[config.mk]
export PLATFORM = sky130hd
export DESIGN_NAME = ufc_top
export DESIGN_NICKNAME = d
export VERILOG_FILES = /design/src/rtl/ufc_pkg.sv /design/src/rtl/ufc_top.sv
export VERILOG_INCLUDE_DIRS = /design/src /design/src/rtl
export SDC_FILE = /design/constraint.sdc
export NUM_CORES = 1
export LEC_CHECK = 0
export BUFFER_PORTS_ARGS = -buffer_cell sky130_fd_sc_hd__buf_4
export CORE_ASPECT_RATIO = 1.5
export CORE_MARGIN = 1
export CORE_UTILIZATION = 45
export CTS_BUF_LIST = sky130_fd_sc_hd__clkbuf_16
export DETAILED_ROUTE_END_ITERATION = 10
export PLACE_DENSITY = 0.7
export SYNTH_ARGS = -nofsm -noshare
export SYNTH_HDL_FRONTEND = slang
export SYNTH_SLANG_ARGS = --single-unit
[constraint.sdc]
create_clock -name core_clk -period 2 [get_ports core_clk]
set_input_delay 0.1 -clock core_clk [delete_from_list [all_inputs] [get_ports core_clk]]
set_output_delay 0.1 -clock core_clk [all_outputs]
set_load 0.01 [all_outputs]
[src/rtl/ufc_params.svh]
// offsets, field positions, reset values for the flow-control block
`ifndef UFC_PARAMS_SVH
`define UFC_PARAMS_SVH
// ------------------------------------------------------------
// register byte offsets
// ------------------------------------------------------------
`define UFC_OFS_EFR      8'h00
`define UFC_OFS_RES1     8'h04
`define UFC_OFS_RES2     8'h08
`define UFC_OFS_PAU1     8'h0c
`define UFC_OFS_PAU2     8'h10
`define UFC_OFS_MCR      8'h14
`define UFC_OFS_MSR      8'h18
`define UFC_OFS_IRQ_STAT 8'h1c
`define UFC_OFS_IRQ_MASK 8'h20
`define UFC_OFS_LEVELS   8'h24
`define UFC_OFS_DIVISOR  8'h28
`define UFC_OFS_SPR      8'h2c
`define UFC_OFS_ENHANCED_MODE_SELECT     8'h30
`define UFC_OFS_LSR      8'h34
`define UFC_OFS_IRQ_ID   8'h38
// ------------------------------------------------------------
// field positions
// ------------------------------------------------------------
`define UFC_EFR_SPECIAL  5
`define UFC_EFR_AUTO_RTS 6
`define UFC_EFR_AUTO_CTS 7
`define UFC_MCR_DTR      0
`define UFC_MCR_RTS      1
`define UFC_MCR_OUT2     3
`define UFC_EV_TRIG      0
`define UFC_EV_PAUSE     1
`define UFC_EV_RESUME    2
`define UFC_EV_MODEM     3
`define UFC_EV_SPECIAL   4
// ------------------------------------------------------------
// reset values
// ------------------------------------------------------------
`define UFC_RST_ZERO     8'h00
`define UFC_RST_IRQ_ID   8'h01
`define UFC_RST_LSR      8'h60
`define UFC_RST_SPR      8'hff
`define UFC_RST_ENHANCED_MODE_SELECT     8'h80
`define UFC_RST_DIV_HI   8'h00
`define UFC_RST_DIV_LO   8'h01
`define UFC_RST_TRIG     8'h20
`define UFC_RST_UPPER    8'h28
`define UFC_RST_LOWER    8'h18
`endif

[src/rtl/ufc_pkg.sv]
// types shared by the flow-control block
package ufc_pkg;
    typedef struct packed {
        logic       valid;
        logic [7:0] data;
    } ufc_rx_t;
    typedef struct packed {
        logic dcd_n;
        logic ri_n;
        logic dsr_n;
        logic cts_n;
    } ufc_modem_t;
    typedef enum logic [1:0] {
        RTS_OPEN = 2'b01,
        RTS_HOLD = 2'b10
    } ufc_rts_state_t;
    typedef enum logic [1:0] {
        RXFC_OFF  = 2'b00,
        RXFC_TWO  = 2'b01,
        RXFC_ONE  = 2'b10,
        RXFC_BOTH = 2'b11
    } ufc_rxfc_t;
endpackage : ufc_pkg

[src/rtl/ufc_top.sv]
// uart flow control, special character detect and modem line block
//
// Function
// - With detection on, every received character is compared with pause char two, a match sets status bit 4 and is stored unless it is also a flow character.
// - Bit 0 of the match character lines up with the first received (least significant) data bit.
// - With receive mode 10, flow control and special detection run side by side independently.
// - With receive mode 01 and detection on, pause char two is not stored and raises both the pause and the special event.
// - The request-to-send pin is used for automatic receive flow control only when enhanced bit 6 is one.
// - With auto request-to-send, the trigger level raises an event and the upper level drives request-to-send high.
// - With auto request-to-send, the pin goes low again once the fill drops below the lower level.
// - Auto request-to-send has no effect unless software has asserted request-to-send in modem control.
// - With hardware flow control off, request-to-send simply follows its modem control bit.
// - With enhanced bit 7 set, transmission stops while clear-to-send is high and resumes when it is low.
// - Special detect, auto request-to-send and auto clear-to-send all reset disabled.
// - Four read/write 8-bit resume and pause character registers reset to zero.
// - The divisor resets to high 0x00, low 0x01 only at power-up, not on the reset pin.
// - On reset the modem status change bits clear and the upper bits show the inverted inputs.
// - The low two enhanced bits select receive compare: 10 first pair, 01 second pair, 00 off.
`timescale 1ns/1ps
`include "ufc_params.svh"

module ufc_top #(
    parameter int CNT_W = 7
) (
    input  wire logic                core_clk,
    input  wire logic                sys_rst,
    input  wire logic                power_on_rst,
    input  wire logic                wb_cyc_i,
    input  wire logic                wb_stb_i,
    input  wire logic                wb_we_i,
    input  wire logic [7:0]          wb_adr_i,
    input  wire logic [3:0]          wb_sel_i,
    input  wire logic [31:0]         wb_dat_i,
    output logic      [31:0]         wb_dat_o,
    output logic                     wb_ack_o,
    input  ufc_pkg::ufc_rx_t         rx_char,
    input  wire logic [CNT_W-1:0]    rx_fifo_count,
    output ufc_pkg::ufc_rx_t         rx_fifo_wr,
    input  ufc_pkg::ufc_modem_t      modem_in_n,
    input  wire logic [7:0]          line_status_in,
    input  wire logic                tx_serial_in,
    input  wire logic                tx_ready_n_in,
    output logic                     tx_pin,
    output logic                     tx_allow,
    output logic                     rts_n,
    output logic                     dtr_n,
    output logic                     user_output_two_n,
    output logic                     transmit_ready_n,
    output logic                     irq,
    output logic                     irq_oe
);
    // ------------------------------------------------------------
    // elaboration check
    // ------------------------------------------------------------
    if (CNT_W < 7 || CNT_W > 8) begin : g_bad_cnt_w
        $error("CNT_W must be 7 or 8");
    end
    // ------------------------------------------------------------
    // declarations
    // ------------------------------------------------------------
    logic [7:0]              efr_r, res1_r, res2_r, pau1_r, pau2_r, mcr_r;
    logic [7:0]              irq_stat_r, irq_mask_r, irq_id_r, trig_r, upper_r, lower_r;
    logic [7:0]              div_lo_r, div_hi_r, spr_r, enhanced_mode_select_r, lsr_r;
    logic [3:0]              delta_r;
    logic                    ack_r, trig_prev_r, paused_r;
    ufc_pkg::ufc_modem_t     modem_meta_r, modem_sync_r, modem_prev_r;
    ufc_pkg::ufc_rts_state_t rts_state_r, rts_state_nxt;
    ufc_pkg::ufc_rxfc_t      rxfc_mode;
    logic                    acc, wr_fire, rd_fire, is_pause, is_resume, is_special;
    logic [7:0]              wb_byte, cnt8, events, w1c, irq_stat_nxt, pend;
    logic [3:0]              modem_change;
    logic                    msr_rd, cts_stop, mcr_rts_n, cts_pin_n;
    assign cnt8      = 8'(rx_fifo_count);
    assign wb_byte   = wb_dat_i[7:0];
    assign mcr_rts_n = ~mcr_r[`UFC_MCR_RTS];
    assign cts_pin_n = modem_in_n.cts_n;
    // ------------------------------------------------------------
    // wishbone slave
    // ------------------------------------------------------------
    // ack one cycle after the request; the write and any read side
    // effect act at the ack edge, the one the master samples
    assign acc      = wb_cyc_i & wb_stb_i & ~ack_r;
    assign wr_fire  = wb_cyc_i & wb_stb_i & wb_we_i & ack_r;
    assign rd_fire  = wb_cyc_i & wb_stb_i & ~wb_we_i & ack_r;
    assign wb_ack_o = ack_r;
    assign msr_rd   = rd_fire & (wb_adr_i == `UFC_OFS_MSR);
    always_ff @(posedge core_clk) begin
        if (sys_rst) begin
            ack_r    <= 1'b0;
            wb_dat_o <= 32'h0000_0000;
        end else begin
            ack_r <= acc;
            if (acc) begin
                case (wb_adr_i)
                    `UFC_OFS_EFR:      wb_dat_o <= {24'h00_0000, efr_r};
                    `UFC_OFS_RES1:     wb_dat_o <= {24'h00_0000, res1_r};
                    `UFC_OFS_RES2:     wb_dat_o <= {24'h00_0000, res2_r};
                    `UFC_OFS_PAU1:     wb_dat_o <= {24'h00_0000, pau1_r};
                    `UFC_OFS_PAU2:     wb_dat_o <= {24'h00_0000, pau2_r};
                    `UFC_OFS_MCR:      wb_dat_o <= {24'h00_0000, mcr_r};
                    `UFC_OFS_MSR:      wb_dat_o <= {24'h00_0000, ~modem_sync_r, delta_r};
                    `UFC_OFS_IRQ_STAT: wb_dat_o <= {24'h00_0000, irq_stat_r};
                    `UFC_OFS_IRQ_MASK: wb_dat_o <= {24'h00_0000, irq_mask_r};
                    `UFC_OFS_LEVELS:   wb_dat_o <= {8'h00, lower_r, upper_r, trig_r};
                    `UFC_OFS_DIVISOR:  wb_dat_o <= {16'h0000, div_hi_r, div_lo_r};
                    `UFC_OFS_SPR:      wb_dat_o <= {24'h00_0000, spr_r};
                    `UFC_OFS_ENHANCED_MODE_SELECT:     wb_dat_o <= {24'h00_0000, enhanced_mode_select_r};
                    `UFC_OFS_LSR:      wb_dat_o <= {24'h00_0000, lsr_r};
                    `UFC_OFS_IRQ_ID:   wb_dat_o <= {24'h00_0000, irq_id_r};
                    default:           wb_dat_o <= 32'h0000_0000;
                endcase
            end
        end
    end

    // ------------------------------------------------------------
    // control registers
    // ------------------------------------------------------------
    always_ff @(posedge core_clk) begin
        if (sys_rst) begin
            efr_r      <= `UFC_RST_ZERO;
            res1_r     <= `UFC_RST_ZERO;
            res2_r     <= `UFC_RST_ZERO;
            pau1_r     <= `UFC_RST_ZERO;
            pau2_r     <= `UFC_RST_ZERO;
            mcr_r      <= `UFC_RST_ZERO;
            irq_mask_r <= `UFC_RST_ZERO;
            spr_r      <= `UFC_RST_SPR;
            enhanced_mode_select_r     <= `UFC_RST_ENHANCED_MODE_SELECT;
            trig_r     <= `UFC_RST_TRIG;
            upper_r    <= `UFC_RST_UPPER;
            lower_r    <= `UFC_RST_LOWER;
        end else if (wr_fire) begin
            case (wb_adr_i)
                `UFC_OFS_EFR:      if (wb_sel_i[0]) efr_r <= wb_byte;
                `UFC_OFS_RES1:     if (wb_sel_i[0]) res1_r <= wb_byte;
                `UFC_OFS_RES2:     if (wb_sel_i[0]) res2_r <= wb_byte;
                `UFC_OFS_PAU1:     if (wb_sel_i[0]) pau1_r <= wb_byte;
                `UFC_OFS_PAU2:     if (wb_sel_i[0]) pau2_r <= wb_byte;
                `UFC_OFS_MCR:      if (wb_sel_i[0]) mcr_r <= wb_byte;
                `UFC_OFS_IRQ_MASK: if (wb_sel_i[0]) irq_mask_r <= wb_byte;
                `UFC_OFS_SPR:      if (wb_sel_i[0]) spr_r <= wb_byte;
                `UFC_OFS_ENHANCED_MODE_SELECT:     if (wb_sel_i[0]) enhanced_mode_select_r <= wb_byte;
                `UFC_OFS_LEVELS: begin
                    if (wb_sel_i[0]) trig_r <= wb_dat_i[7:0];
                    if (wb_sel_i[1]) upper_r <= wb_dat_i[15:8];
                    if (wb_sel_i[2]) lower_r <= wb_dat_i[23:16];
                end
                default: ;
            endcase
        end
    end
    // divisor survives the reset pin; only power-up sets it
    always_ff @(posedge core_clk) begin
        if (power_on_rst) begin
            div_hi_r <= `UFC_RST_DIV_HI;
            div_lo_r <= `UFC_RST_DIV_LO;
        end else if (wr_fire && wb_adr_i == `UFC_OFS_DIVISOR) begin
            if (wb_sel_i[0]) div_lo_r <= wb_dat_i[7:0];
            if (wb_sel_i[1]) div_hi_r <= wb_dat_i[15:8];
        end
    end

    always_ff @(posedge core_clk) begin
        if (sys_rst) begin
            lsr_r <= `UFC_RST_LSR;
        end else begin
            lsr_r <= line_status_in;
        end
    end

    // ------------------------------------------------------------
    // modem inputs
    // ------------------------------------------------------------
    always_ff @(posedge core_clk) begin
        modem_meta_r <= modem_in_n;
        modem_sync_r <= modem_meta_r;
    end
    assign modem_change = modem_sync_r ^ modem_prev_r;
    always_ff @(posedge core_clk) begin
        if (sys_rst) begin
            modem_prev_r <= 4'hf;
            delta_r      <= 4'h0;
        end else begin
            modem_prev_r <= modem_sync_r;
            // clear only the bits the read showed; a new change wins
            delta_r      <= (delta_r & ~(wb_dat_o[3:0] & {4{msr_rd}})) | modem_change;
        end
    end

    // ------------------------------------------------------------
    // receive compare
    // ------------------------------------------------------------
    assign rxfc_mode = ufc_pkg::ufc_rxfc_t'(efr_r[1:0]);
    always_comb begin
        is_pause  = 1'b0;
        is_resume = 1'b0;
        case (rxfc_mode)
            ufc_pkg::RXFC_ONE: begin
                is_pause  = rx_char.data == pau1_r;
                is_resume = rx_char.data == res1_r;
            end
            ufc_pkg::RXFC_TWO: begin
                is_pause  = rx_char.data == pau2_r;
                is_resume = rx_char.data == res2_r;
            end
            ufc_pkg::RXFC_BOTH: begin
                is_pause  = (rx_char.data == pau1_r) || (rx_char.data == pau2_r);
                is_resume = (rx_char.data == res1_r) || (rx_char.data == res2_r);
            end
            default: ;
        endcase
    end
    // whole-byte compare keeps bit 0 on the first data bit received
    assign is_special = efr_r[`UFC_EFR_SPECIAL] && (rx_char.data == pau2_r);
    always_ff @(posedge core_clk) begin
        if (sys_rst) begin
            rx_fifo_wr <= '0;
        end else begin
            // flow characters are consumed; a special char that is not one is kept
            rx_fifo_wr.valid <= rx_char.valid & ~is_pause & ~is_resume;
            rx_fifo_wr.data  <= rx_char.data;
        end
    end

    always_ff @(posedge core_clk) begin
        if (sys_rst) begin
            paused_r <= 1'b0;
        end else if (rxfc_mode == ufc_pkg::RXFC_OFF) begin
            paused_r <= 1'b0;
        end else if (rx_char.valid && is_pause) begin
            paused_r <= 1'b1;
        end else if (rx_char.valid && is_resume) begin
            paused_r <= 1'b0;
        end
    end

    // ------------------------------------------------------------
    // auto request-to-send
    // ------------------------------------------------------------
    always_comb begin
        rts_state_nxt = rts_state_r;
        case (rts_state_r)
            ufc_pkg::RTS_OPEN: if (cnt8 >= upper_r) rts_state_nxt = ufc_pkg::RTS_HOLD;
            ufc_pkg::RTS_HOLD: if (cnt8 < lower_r) rts_state_nxt = ufc_pkg::RTS_OPEN;
            default:           rts_state_nxt = ufc_pkg::RTS_OPEN;
        endcase
        if (!efr_r[`UFC_EFR_AUTO_RTS]) rts_state_nxt = ufc_pkg::RTS_OPEN;
    end

    always_ff @(posedge core_clk) begin
        if (sys_rst) begin
            rts_state_r <= ufc_pkg::RTS_OPEN;
        end else begin
            rts_state_r <= rts_state_nxt;
        end
    end

    // ------------------------------------------------------------
    // output pins
    // ------------------------------------------------------------
    always_ff @(posedge core_clk) begin
        if (sys_rst) begin
            rts_n             <= 1'b1;
            dtr_n             <= 1'b1;
            user_output_two_n <= 1'b1;
            irq_oe            <= 1'b0;
            tx_pin            <= 1'b1;
            transmit_ready_n  <= 1'b0;
        end else begin
            // auto hold can only lift an rts that software asserted
            rts_n             <= mcr_rts_n | (rts_state_nxt == ufc_pkg::RTS_HOLD);
            dtr_n             <= ~mcr_r[`UFC_MCR_DTR];
            user_output_two_n <= ~mcr_r[`UFC_MCR_OUT2];
            irq_oe            <= mcr_r[`UFC_MCR_OUT2];
            tx_pin            <= tx_serial_in;
            transmit_ready_n  <= tx_ready_n_in;
        end
    end
    // stop reaches tx_allow as soon as the two-stage synchroniser passes a high cts input
    assign cts_stop = efr_r[`UFC_EFR_AUTO_CTS] & modem_sync_r.cts_n;
    assign tx_allow = ~cts_stop & ~paused_r;
    // ------------------------------------------------------------
    // interrupts
    // ------------------------------------------------------------
    always_comb begin
        events                  = 8'h00;
        events[`UFC_EV_TRIG]    = (cnt8 >= trig_r) & ~trig_prev_r;
        events[`UFC_EV_PAUSE]   = rx_char.valid & is_pause;
        events[`UFC_EV_RESUME]  = rx_char.valid & is_resume;
        events[`UFC_EV_MODEM]   = |modem_change;
        events[`UFC_EV_SPECIAL] = rx_char.valid & is_special;
    end
    assign w1c          = (wr_fire && wb_sel_i[0] && wb_adr_i == `UFC_OFS_IRQ_STAT) ? wb_byte : 8'h00;
    assign irq_stat_nxt = (irq_stat_r & ~w1c) | events;
    assign pend         = irq_stat_r & irq_mask_r;
    always_ff @(posedge core_clk) begin
        if (sys_rst) begin
            irq_stat_r  <= `UFC_RST_ZERO;
            trig_prev_r <= 1'b0;
            irq         <= 1'b0;
            irq_id_r    <= `UFC_RST_IRQ_ID;
        end else begin
            irq_stat_r  <= irq_stat_nxt;
            trig_prev_r <= cnt8 >= trig_r;
            irq         <= |pend;
            irq_id_r    <= {2'b00, pend[4:0], ~(|pend)};
        end
    end

    // ------------------------------------------------------------
    // assertions
    // ------------------------------------------------------------
    property p_special_kept;
        @(posedge core_clk) disable iff (sys_rst)
        (rx_char.valid && efr_r[5] && efr_r[1:0] == 2'b10 && rx_char.data == pau2_r
         && rx_char.data != pau1_r && rx_char.data != res1_r)
        |=> (rx_fifo_wr.valid && irq_stat_r[4]);
    endproperty
    a_special_kept: assert property (p_special_kept) else $error("special char lost");
    property p_no_false_special;
        @(posedge core_clk) disable iff (sys_rst)
        (!irq_stat_r[4] && (!rx_char.valid || rx_char.data[0] != pau2_r[0]))
        |=> !irq_stat_r[4];
    endproperty
    a_no_false_special: assert property (p_no_false_special) else $error("bad special match");
    property p_pause_two_dropped;
        @(posedge core_clk) disable iff (sys_rst)
        (rx_char.valid && efr_r[5] && efr_r[1:0] == 2'b01 && rx_char.data == pau2_r)
        |=> (!rx_fifo_wr.valid && irq_stat_r[1] && irq_stat_r[4] ##1 tx_allow == 1'b0);
    endproperty
    a_pause_two_dropped: assert property (p_pause_two_dropped) else $error("pause two mishandled");
    property p_rts_hold;
        @(posedge core_clk) disable iff (sys_rst)
        (efr_r[6] && cnt8 >= upper_r) |=> rts_n;
    endproperty
    a_rts_hold: assert property (p_rts_hold) else $error("rts not lifted at upper level");
    property p_rts_release;
        @(posedge core_clk) disable iff (sys_rst)
        (efr_r[6] && mcr_r[1] && rts_state_r == ufc_pkg::RTS_HOLD && cnt8 < lower_r)
        |=> !rts_n;
    endproperty
    a_rts_release: assert property (p_rts_release) else $error("rts not lowered");
    property p_rts_gpo;
        @(posedge core_clk) disable iff (sys_rst)
        (!efr_r[6] || !mcr_r[1]) |=> (rts_n == $past(mcr_rts_n));
    endproperty
    a_rts_gpo: assert property (p_rts_gpo) else $error("rts not following modem control");
    property p_cts_stop;
        @(posedge core_clk) disable iff (sys_rst)
        (efr_r[7] && $past(cts_pin_n, 2) && $past(cts_pin_n, 1) && cts_pin_n) |=> ##1 !tx_allow;
    endproperty
    a_cts_stop: assert property (p_cts_stop) else $error("tx not stopped by cts");
    property p_reset_state;
        @(posedge core_clk)
        sys_rst |=> (efr_r == 8'h00 && res1_r == 8'h00 && pau2_r == 8'h00 && rts_n && tx_pin
                     && !transmit_ready_n && !irq_oe && irq_id_r == 8'h01 && delta_r == 4'h0);
    endproperty
    a_reset_state: assert property (p_reset_state) else $error("bad reset state");
    property p_divisor_kept;
        @(posedge core_clk) disable iff (power_on_rst)
        sys_rst |=> (div_lo_r == $past(div_lo_r) && div_hi_r == $past(div_hi_r));
    endproperty
    a_divisor_kept: assert property (p_divisor_kept) else $error("divisor touched by reset");
endmodule : ufc_top

==> out/results.env, run 1 <==
POWER_DENSITY_nW_PER_UM2=718
LAYOUT-DRIVE-GT1-SHARE_PCT=21.4
POWER.SHARE.SWITCHING_PCT=24.8
CRITPATHBUFINV=4
HOLDCRITPATHCLASS='in -> reg'
TRITONCTS_NUM_SINKS=195
RR_STARTPOINT='wb_ack_o'
WL_MET3_UM=1500
GRT_START_MAX_NET_PINS=44
FLOORPLAN.DIE_AREA_UM2=20300
AVGVIACOUNTPERCELL=5.56
FINAL_NETS=1309
SYNTH.AREA.TOP_CELLS='sky130_fd_sc_hd__dfxtp_1 44%, sky130_fd_sc_hd__nand2_1 6.9%, sky130_fd_sc_hd__a21oi_1 5.8%'
MOSTFREQUENTLAYOUTCELLS='195 x sky130_fd_sc_hd__dfxtp_1, 176 x sky130_fd_sc_hd__buf_4, 163 x sky130_fd_sc_hd__nand2_1, 103 x sky130_fd_sc_hd__a21oi_1, 70 x sky130_fd_sc_hd__nand3_1'
CLK_PIN_SLEW_NS=0.07
FP.DIEH_UM=174
ROUTED_VIAS=8214
YOSYSUNIQUECELLTYPES=70
PATH_COMMON_CELL='sky130_fd_sc_hd__buf_4'
WORSTSKEWPAIRLATENCY_NS=0.45
POSTSYNTH.TOPFLOPCELL='sky130_fd_sc_hd__dfxtp_1'
R2R_END='div_hi_r[5]'
CP_SLOWEST_STAGE_DELAY_NS=0.56
GRT_FIRST_PASS_WIRELENGTH_UM=45200
SYNTH.AVG_CELL_AREA_UM2=8.62
SYNTH-EDFF-COUNT=0
SYNTH_LARGEST_AREA_CELL='sky130_fd_sc_hd__dfxtp_1'
CP-END-KIND='flop'
CLOCK_TREE.HTREE_LEVEL_COUNT=4
STD_CELL_ROWS=62
SYNTH.FF_LATCH_COUNT=195
ROUTE.DETAILED.WL_PER_INST_UM=20.2
CTS_TREE='done'
WORST_PIN_SLEW_NS=0.602
SYNTH_SEQUENTIAL_AREA_RATIO_PCT=44.1
CRIT_FANOUT=14
DR_TOP_LAYER='met4'
FLOORPLAN.IO_PINS=130
HOLD_WS_NS=0.0338
FMAXACHIEVABLE_MHz=518
WHS_PATH_DEPTH=2
START_UTIL_PCT=46.0
CRITICAL_PATH.SLOWEST_CELL='sky130_fd_sc_hd__dlygate4sd3_1'
INTERNAL_POWER_W=0.00613
CLOCK_POWER_SHARE_PCT=42.7
ANT_NETS=0
SETUP_SLACK_REG_TO_REG_NS=0.11
MIN_DELAY_WORST_ENDPOINT='irq_stat_r[6]'
CRITPATHREQUIREDTIME_NS=2.33
FIRSTDRTPASSITERS=6
COMB_POWER_SHARE_PCT=8.8
MAX-SLEW-MARGIN-REL_PCT=59.8
TIMING.CRITICAL_PATH.CELLS='buf_4 -> nor2b_2 -> buf_4 -> nand2_2 -> buf_4 -> nor2_8 -> nand3_4 -> mux2i_1 -> nor2_1 -> dlygate4sd3_1'
NUMCTSBUFFERS=17
DETAILEDPLACEMENTHPWL_UM=22100
CLOCK_TREE.BUFFER_DEPTH=2
DRV_SLEW=0
TOTAL_LEAKAGE_POWER_nW=4.63
DRC_ERRORS=0
LAYOUT_TOP_REGISTERS='wb_dat_o: 24 flops, rx_fifo_wr: 9 flops'
FLOW.AREA_GROWTH_FROM_SYNTHESIS_PCT=28.3
CTSROOTBUFFERMASTER='sky130_fd_sc_hd__clkbuf_16'
CRIT_PATH_START_KIND='primary input'
CAP_VIOLATIONS=0
SWITCHING_POWER_W=0.00203
WIRELENGTH_MET1_UM=11200
GLOBALPLACE.CONGESTION=0.973
PLACEMENT.IO_BUFFERS=112
FIN_WORST_SKEW_NS=0.0131
WL_MET2_UM=15200
POST_SYNTH_INSTANCE_AREA_UM2=8860
DESIGN.CORE.AREA_UM2=19200
DIE_WIDTH_UM=117
FINALCRITPERIODSHARE_PCT=96.4
CRITPATHKIND='in -> reg'
TIMING_HOLD_VIOLATIONS_FINAL=0
TRACK_USAGE_PCT=30.6
RESULT_OF_THE_RUN='finished, final reports clean'
SYNTH_TOP_AREA_SHARE_PCT=44.1
FIRST_GLOBAL_VIAS=7926
ANTENNA_VIOLATIONS_BEFORE_REPAIR=0
INITIALDRTVIOLATIONCOUNT=633
CRITICAL_PATH_ARRIVAL_NS=2.26
POSTROUTEWIRELENGTH_UM=29800
MAX_FFS_PER_REGISTER=24
SYNTH.YOSYS.WARNINGS=0
TOP_REGISTER='wb_dat_o'
VDD.IR_DROP.WORST_V=0.000501
SHARE_SEQ_OF_TOTAL_POWER_PCT=48.5
GRT_SETUP_UNREPAIRED='false'
CRITICAL-PATH-TOP-DELAY-FAMILY='buffers and inverters'
MOSTFREQUENTLAYOUTCELL='sky130_fd_sc_hd__dfxtp_1'
FRACTION_OF_REGISTERS_WITH_ASYNC_SET_RESET_PCT=0
TOTALPOWERFINAL_W=0.00816
SYN_INST=1028
REPORT.FINAL.SETUP_VIOL=0
FINALWORSTPATHREQUIREDPERIOD_NS=1.93
TIMING.HOLD.WORST.START='wb_dat_i[6]'
GLOBALROUTEOVERFLOWTOTAL=0
RR_WORST_DEPTH=6
logic make-up after synthesis:
logic type                 count (synthesis)  synth area share [%]
DFF                                      195                  44.1
buffers and inverters                    102                  5.07
adders and majority gates                 22                  3.11
xor gates and xnor gates                  36                  3.56
AOI/OAI and AO/OA                        207                  14.4
muxes                                     53                  6.57
other                                      1                0.0423
and+or+nand+nor                          412                  23.1
per-stage QoR:
stage / setup TNS (ns) / setup slack (ns) / util, % / cell area [um2] / std cells
finish: 0 / 0.0713 / 59.1 / 11400 / 1477
detailed placement: -0.00648 / -0.00648 / 53.5 / 10300 / 1397
global placement: 0 / 0.000788 / 53.5 / 10300 / 1397
floorplan: 0 / 0.307 / - / 8880 / 1035
CTS: 0 / 0.0497 / 59.0 / 11400 / 1476
global route: 0 / 0.00519 / 59.1 / 11400 / 1476
cell usage after synthesis (3+ instances only):
cell / n
sky130_fd_sc_hd__a211oi_1: 4
sky130_fd_sc_hd__nand3b_1: 12
sky130_fd_sc_hd__dfxtp_1: 195
sky130_fd_sc_hd__and3_1: 4
sky130_fd_sc_hd__a221oi_1: 3
sky130_fd_sc_hd__xor2_1: 18
sky130_fd_sc_hd__buf_1: 7
sky130_fd_sc_hd__buf_4: 13
sky130_fd_sc_hd__nor2_2: 3
sky130_fd_sc_hd__inv_1: 27
sky130_fd_sc_hd__nor4_1: 8
sky130_fd_sc_hd__nand4_1: 9
sky130_fd_sc_hd__a22oi_1: 24
sky130_fd_sc_hd__nor2b_1: 23
sky130_fd_sc_hd__mux4_2: 3
sky130_fd_sc_hd__nor3_1: 6
sky130_fd_sc_hd__mux2_2: 11
sky130_fd_sc_hd__a222oi_1: 8
sky130_fd_sc_hd__o21ai_0: 22
sky130_fd_sc_hd__buf_2: 13
sky130_fd_sc_hd__o22ai_1: 10
sky130_fd_sc_hd__nor2_1: 68
sky130_fd_sc_hd__mux2i_1: 39
sky130_fd_sc_hd__nand3_1: 70
sky130_fd_sc_hd__nand2_1: 163
sky130_fd_sc_hd__and2_1: 4
sky130_fd_sc_hd__a31oi_1: 5
sky130_fd_sc_hd__a21oi_1: 103
sky130_fd_sc_hd__ha_1: 22
sky130_fd_sc_hd__a211o_1: 5
sky130_fd_sc_hd__nand2_2: 3
sky130_fd_sc_hd__or2_2: 9
sky130_fd_sc_hd__a32oi_1: 3
sky130_fd_sc_hd__xnor2_1: 18
sky130_fd_sc_hd__nand2b_1: 7
sky130_fd_sc_hd__clkbuf_1: 41
worst max-delay path by stage:
stage	start	endpoint	slack [ns]	cells past startpoint
floorplan	wb_ack_o	enhanced_mode_select_r[7]	0.31	6
global placement	wb_adr_i[5]	wb_dat_o[4]	0.0008	9
detailed placement	wb_adr_i[5]	wb_dat_o[4]	-0.006	9
CTS	wb_adr_i[5]	div_hi_r[2]	0.05	10
global route	wb_adr_i[5]	div_hi_r[4]	0.005	10
finish	wb_adr_i[5]	div_hi_r[5]	0.07	10
final cells by class:
class | count | area (um2)
Clock buffer | 17 | 425
Fill cell | 1763 | 7870
Timing Repair Buffer | 228 | 1890
Inverter | 27 | 101
Multi-Input combinational cell | 738 | 4550
Tap cell | 256 | 320
Sequential cell | 195 | 3900
Antenna cell | 1 | 2.50
Clock inverter | 15 | 171
metal layers:
metal  global-route usage (%)  up-vias
met5                        0        -
met4                     21.9        0
met3                     5.59      102
met2                     52.0      327
met1                     33.4     3859
li1                         -     3926
power by group through the flow:
stage	combinational (W)	sequential, W	clock, W
6_report	0.000719	0.00395	0.00348
5_1_grt	0.000767	0.00396	0.00369
4_1_cts	0.000709	0.00395	0.00354
3_5_place_dp	0.000641	0.00405	0
3_3_place_gp	0.000638	0.00405	0
2_1_floorplan	0.000326	0.00404	0
repair_timing:
item	4_1_cts	5_1_grt
endpoints found under the hold margin	61	0
setup endpoints to repair	0	5
gates resized for setup	0	2
buffers inserted	0	0
hold buffers	47	0
Note: power is estimated with default switching activity, not from simulation.
==> run 2: changes to the inputs <==
Settings changed: ABC_AREA set to 1.
==> run 2 against run 1 <==
Effect of this change: cell area down 2.4%; global-route usage down 4.9 points; first-iteration DRC count up 10%; hold slack worse by 0.032 ns; highest routed layer unchanged; critical path type is now reg -> reg; fmax up 8.1%.
==> out/results.env, run 2 <==
FP.DIEH_UM=177  # was 174 um
CRIT_FANOUT=11  # was 14
DIE_WIDTH_UM=119  # was 117 um
CTSRESIZECOUNT=0  # unchanged
POST_SYNTH_INSTANCE_AREA_UM2=9170  # was 8860 um2
SYNTH.YOSYS.WARNINGS=0  # unchanged
LAYOUT-DRIVE-GT1-SHARE_PCT=16.1  # was 21.4%
DESIGN.CORE.AREA_UM2=19900  # was 19200 um2
VDD.IR_DROP.WORST_V=0.000606  # was 0.000501 V
ANTENNA_VIOLATIONS_BEFORE_REPAIR=0  # unchanged
FIRST_GLOBAL_VIAS=8051  # was 7926
PLACEDINSTANCEAREA_UM2=10100  # was 10300 um2
FLOORPLAN.IO_PINS=130  # unchanged
PLACEMENT.IO_BUFFERS=112  # unchanged
GRT_FIRST_PASS_WIRELENGTH_UM=41700  # was 45200 um
YOSYS-TOP-CELLS-COUNT='242 x sky130_fd_sc_hd__nand2_1, 195 x sky130_fd_sc_hd__dfxtp_1, 155 x sky130_fd_sc_hd__nor2_1, 120 x sky130_fd_sc_hd__inv_1, 119 x sky130_fd_sc_hd__nand3_1'  # was 195 x sky130_fd_sc_hd__dfxtp_1, 163 x sky130_fd_sc_hd__nand2_1, 103 x sky130_fd_sc_hd__a21oi_1, 70 x sky130_fd_sc_hd__nand3_1, 68 x sky130_fd_sc_hd__nor2_1
AVGVIACOUNTPERCELL=5.20  # was 5.56
NUMCTSBUFFERS=17  # unchanged
HOLDCRITPATHCLASS='in -> reg'  # unchanged
TRACK_USAGE_PCT=25.7  # was 30.6%
ANT_NETS=0  # unchanged
WORST_PIN_SLEW_NS=0.643  # was 0.602 ns
LAYOUT_TOP_REGISTERS='wb_dat_o: 24 flops, rx_fifo_wr: 9 flops'  # unchanged
TRITONCTS_NUM_SINKS=195  # unchanged
TOTAL_LEAKAGE_POWER_nW=4.99  # was 4.63 nW
SYNTH.FF_LATCH_COUNT=195  # unchanged
SYNTH-EDFF-COUNT=0  # unchanged
POSTROUTEWIRELENGTH_UM=26500  # was 29800 um
FINALCRITPERIODSHARE_PCT=89.2  # was 96.4%
TOP_REGISTER='wb_dat_o'  # unchanged
DETAILEDPLACEMENTHPWL_UM=18800  # was 22100 um
WORSTSKEWPAIRLATENCY_NS=0.44  # was 0.45 ns
POSTSYNTH.TOPFLOPCELL='sky130_fd_sc_hd__dfxtp_1'  # unchanged
PRE_CTS_WS_NS=0.252  # was -0.00648 ns
SYNTH_LARGEST_AREA_CELL='sky130_fd_sc_hd__dfxtp_1'  # unchanged
YOSYSUNIQUECELLTYPES=37  # was 70
FIN_WORST_SKEW_NS=0.0119  # was 0.0131 ns
FLOW.AREA_GROWTH_FROM_SYNTHESIS_PCT=21.0  # was 28.3%
SYN_INST=1254  # was 1028
DIODES=0  # was 1
FLOORPLAN.DIE_AREA_UM2=21000  # was 20300 um2
MAX-SLEW-MARGIN-REL_PCT=57.1  # was 59.8%
REPORT.FINAL.SETUP_VIOL=0  # unchanged
INITIALDRTVIOLATIONCOUNT=697  # was 633
FINALWORSTPATHREQUIREDPERIOD_NS=1.78  # was 1.93 ns
GLOBALPLACE.CONGESTION=0.922  # was 0.973
TIMING_HOLD_VIOLATIONS_FINAL=0  # unchanged
LAYOUT.CELL_AREA.NON_FILLER_UM2=11100  # was 11400 um2
YOSYSMOSTFREQUENTCELL='sky130_fd_sc_hd__nand2_1'  # was sky130_fd_sc_hd__dfxtp_1
FMAXACHIEVABLE_MHz=561  # was 518 MHz
ROUTE.DETAILED.WL_PER_INST_UM=16.0  # was 20.2 um
MOSTFREQUENTLAYOUTCELL='sky130_fd_sc_hd__nand2_1'  # was sky130_fd_sc_hd__dfxtp_1
MAX_FFS_PER_REGISTER=24  # unchanged
CRITPATHKIND='reg -> reg'  # was in -> reg
DRC_ERRORS=0  # unchanged
FRACTION_OF_REGISTERS_WITH_ASYNC_SET_RESET_PCT=0  # unchanged
SYNTH.AVG_CELL_AREA_UM2=7.31  # was 8.62 um2
CRITPATHREQUIREDTIME_NS=2.37  # was 2.33 ns
CRIT_PATH_START_KIND='flop'  # was primary input
FIRSTDRTPASSITERS=6  # unchanged
CLOCK_TREE.BUFFER_DEPTH=2  # unchanged
CTS_TREE='done'  # unchanged
CRITICAL_PATH_ARRIVAL_NS=2.15  # was 2.26 ns
CAP_VIOLATIONS=0  # unchanged
FINALWORSTSETUPSLACK_NS=0.216  # was 0.0713 ns
FINAL_NETS=1482  # was 1309
CTSROOTBUFFERMASTER='sky130_fd_sc_hd__clkbuf_16'  # unchanged
CLK_PIN_SLEW_NS=0.07  # about the same
ROUTED_VIAS=8600  # was 8214
SETUP-TNS-FINAL_NS=0  # unchanged
GRT_START_MAX_NET_PINS=72  # was 44
GLOBALROUTEOVERFLOWTOTAL=0  # unchanged
CP-END-KIND='flop'  # unchanged
DRV_SLEW=0  # unchanged
STD_CELL_ROWS=63  # was 62
SYNTH_SEQUENTIAL_AREA_RATIO_PCT=42.6  # was 44.1%
MOSTFREQUENTLAYOUTCELLS='242 x sky130_fd_sc_hd__nand2_1, 195 x sky130_fd_sc_hd__dfxtp_1, 155 x sky130_fd_sc_hd__nor2_1, 126 x sky130_fd_sc_hd__buf_4'  # was 195 x sky130_fd_sc_hd__dfxtp_1, 176 x sky130_fd_sc_hd__buf_4, 163 x sky130_fd_sc_hd__nand2_1, 103 x sky130_fd_sc_hd__a21oi_1, 70 x sky130_fd_sc_hd__nand3_1
SYNTH_TOP_AREA_SHARE_PCT=42.6  # was 44.1%
CLOCK_TREE.HTREE_LEVEL_COUNT=4  # unchanged
POWER_DENSITY_nW_PER_UM2=717  # was 718 nW/um2
START_UTIL_PCT=46.2  # was 46.0%
RESULT_OF_THE_RUN='finished, final reports clean'  # unchanged
GRT_SETUP_UNREPAIRED='false'  # unchanged
SYNTH.AREA.TOP_CELLS='sky130_fd_sc_hd__dfxtp_1 43%, sky130_fd_sc_hd__nand2_1 9.9%, sky130_fd_sc_hd__nand3_1 6.5%'  # was sky130_fd_sc_hd__dfxtp_1 44%, sky130_fd_sc_hd__nand2_1 6.9%, sky130_fd_sc_hd__a21oi_1 5.8%
## run 2: what timing repair did
action / in CTS / in global routing
setup endpoints to repair: 0 / 0
hold buffers: 39 / 0
setup buffers: 0 / 0
hold endpoints to repair: 49 / 0
## run 2: cells by family (layout without fill, tap and decap cells)
group,after synthesis,in the layout,share of synthesized area [%]
AND/OR/NAND/NOR,564,564,27.0
XOR/XNOR,20,20,1.91
flip-flops,195,195,42.6
buffers and inverters,205,337,10.7
AO/OA/AOI/OAI,247,247,14.8
adder cells (fa/ha/maj),22,22,3.00
other,1,8,0.0409
## run 2: power breakdown
part	switching, W	leakage, nW	internal [W]
Combinational	0.000364	3.13	0.000268
Sequential	0.0000228	1.58	0.00393
Clock	0.00169	0.287	0.00168
## run 2: critical path: stages, from the launching register on
cell                      delay, ns
sky130_fd_sc_hd__dfxtp_1       0.35
sky130_fd_sc_hd__inv_1         0.06
sky130_fd_sc_hd__nor2_1        0.09
sky130_fd_sc_hd__nand2_1       0.12
sky130_fd_sc_hd__inv_2         0.10
sky130_fd_sc_hd__nand2_4       0.14
sky130_fd_sc_hd__inv_4         0.14
sky130_fd_sc_hd__nand2_1       0.24
sky130_fd_sc_hd__inv_1         0.23
sky130_fd_sc_hd__o21ai_0       0.10
sky130_fd_sc_hd__a21oi_1       0.13
## run 2: final cells by class
type | instances | area [um2]
Clock buffer | 17 | 425
Sequential cell | 195 | 3900
Inverter | 134 | 505
Fill cell | 1900 | 8770
Multi-Input combinational cell | 861 | 4310
Tap cell | 260 | 325
Timing Repair Buffer | 171 | 1460
Clock inverter | 15 | 165
## run 2: routing by layer
layer	part of all wire (%)	vias to the layer above	wire length (um)	global-route usage (%)
li1	-	4288	-	-
met1	39	3929	10300	28.5
met2	51	308	13400	46.1
met3	5.0	75	1330	3.93
met4	5.3	0	1420	15.5
met5	0	-	0	0
## run 2: worst paths after layout
| kind | from | endpoint | slack (ns) | depth (start not counted) |
|---|---|---|---|---|
| hold reg to reg | modem_meta_r[1] | modem_sync_r[1] | 0.33 | 0 |
| setup / recovery | wb_ack_o | res1_r[0] | 0.22 | 10 |
| setup reg to reg | wb_ack_o | res1_r[0] | 0.22 | 10 |
| hold / removal | wb_dat_i[3] | res1_r[3] | 0.002 | 3 |
## run 2: metrics by stage
stage / utilization [%] / hold WS (ns) / total power (W) / instances
finish: 55.8 / 0.00183 / 0.00796 / 1653
global route: 55.8 / 0.0183 / 0.00824 / 1653
CTS: 55.8 / 0.00233 / 0.00800 / 1653
detailed placement: 50.9 / 0.206 / 0.00460 / 1582
global placement: 50.9 / 0.205 / 0.00460 / 1582
floorplan: - / 0.128 / 0.00434 / 1261
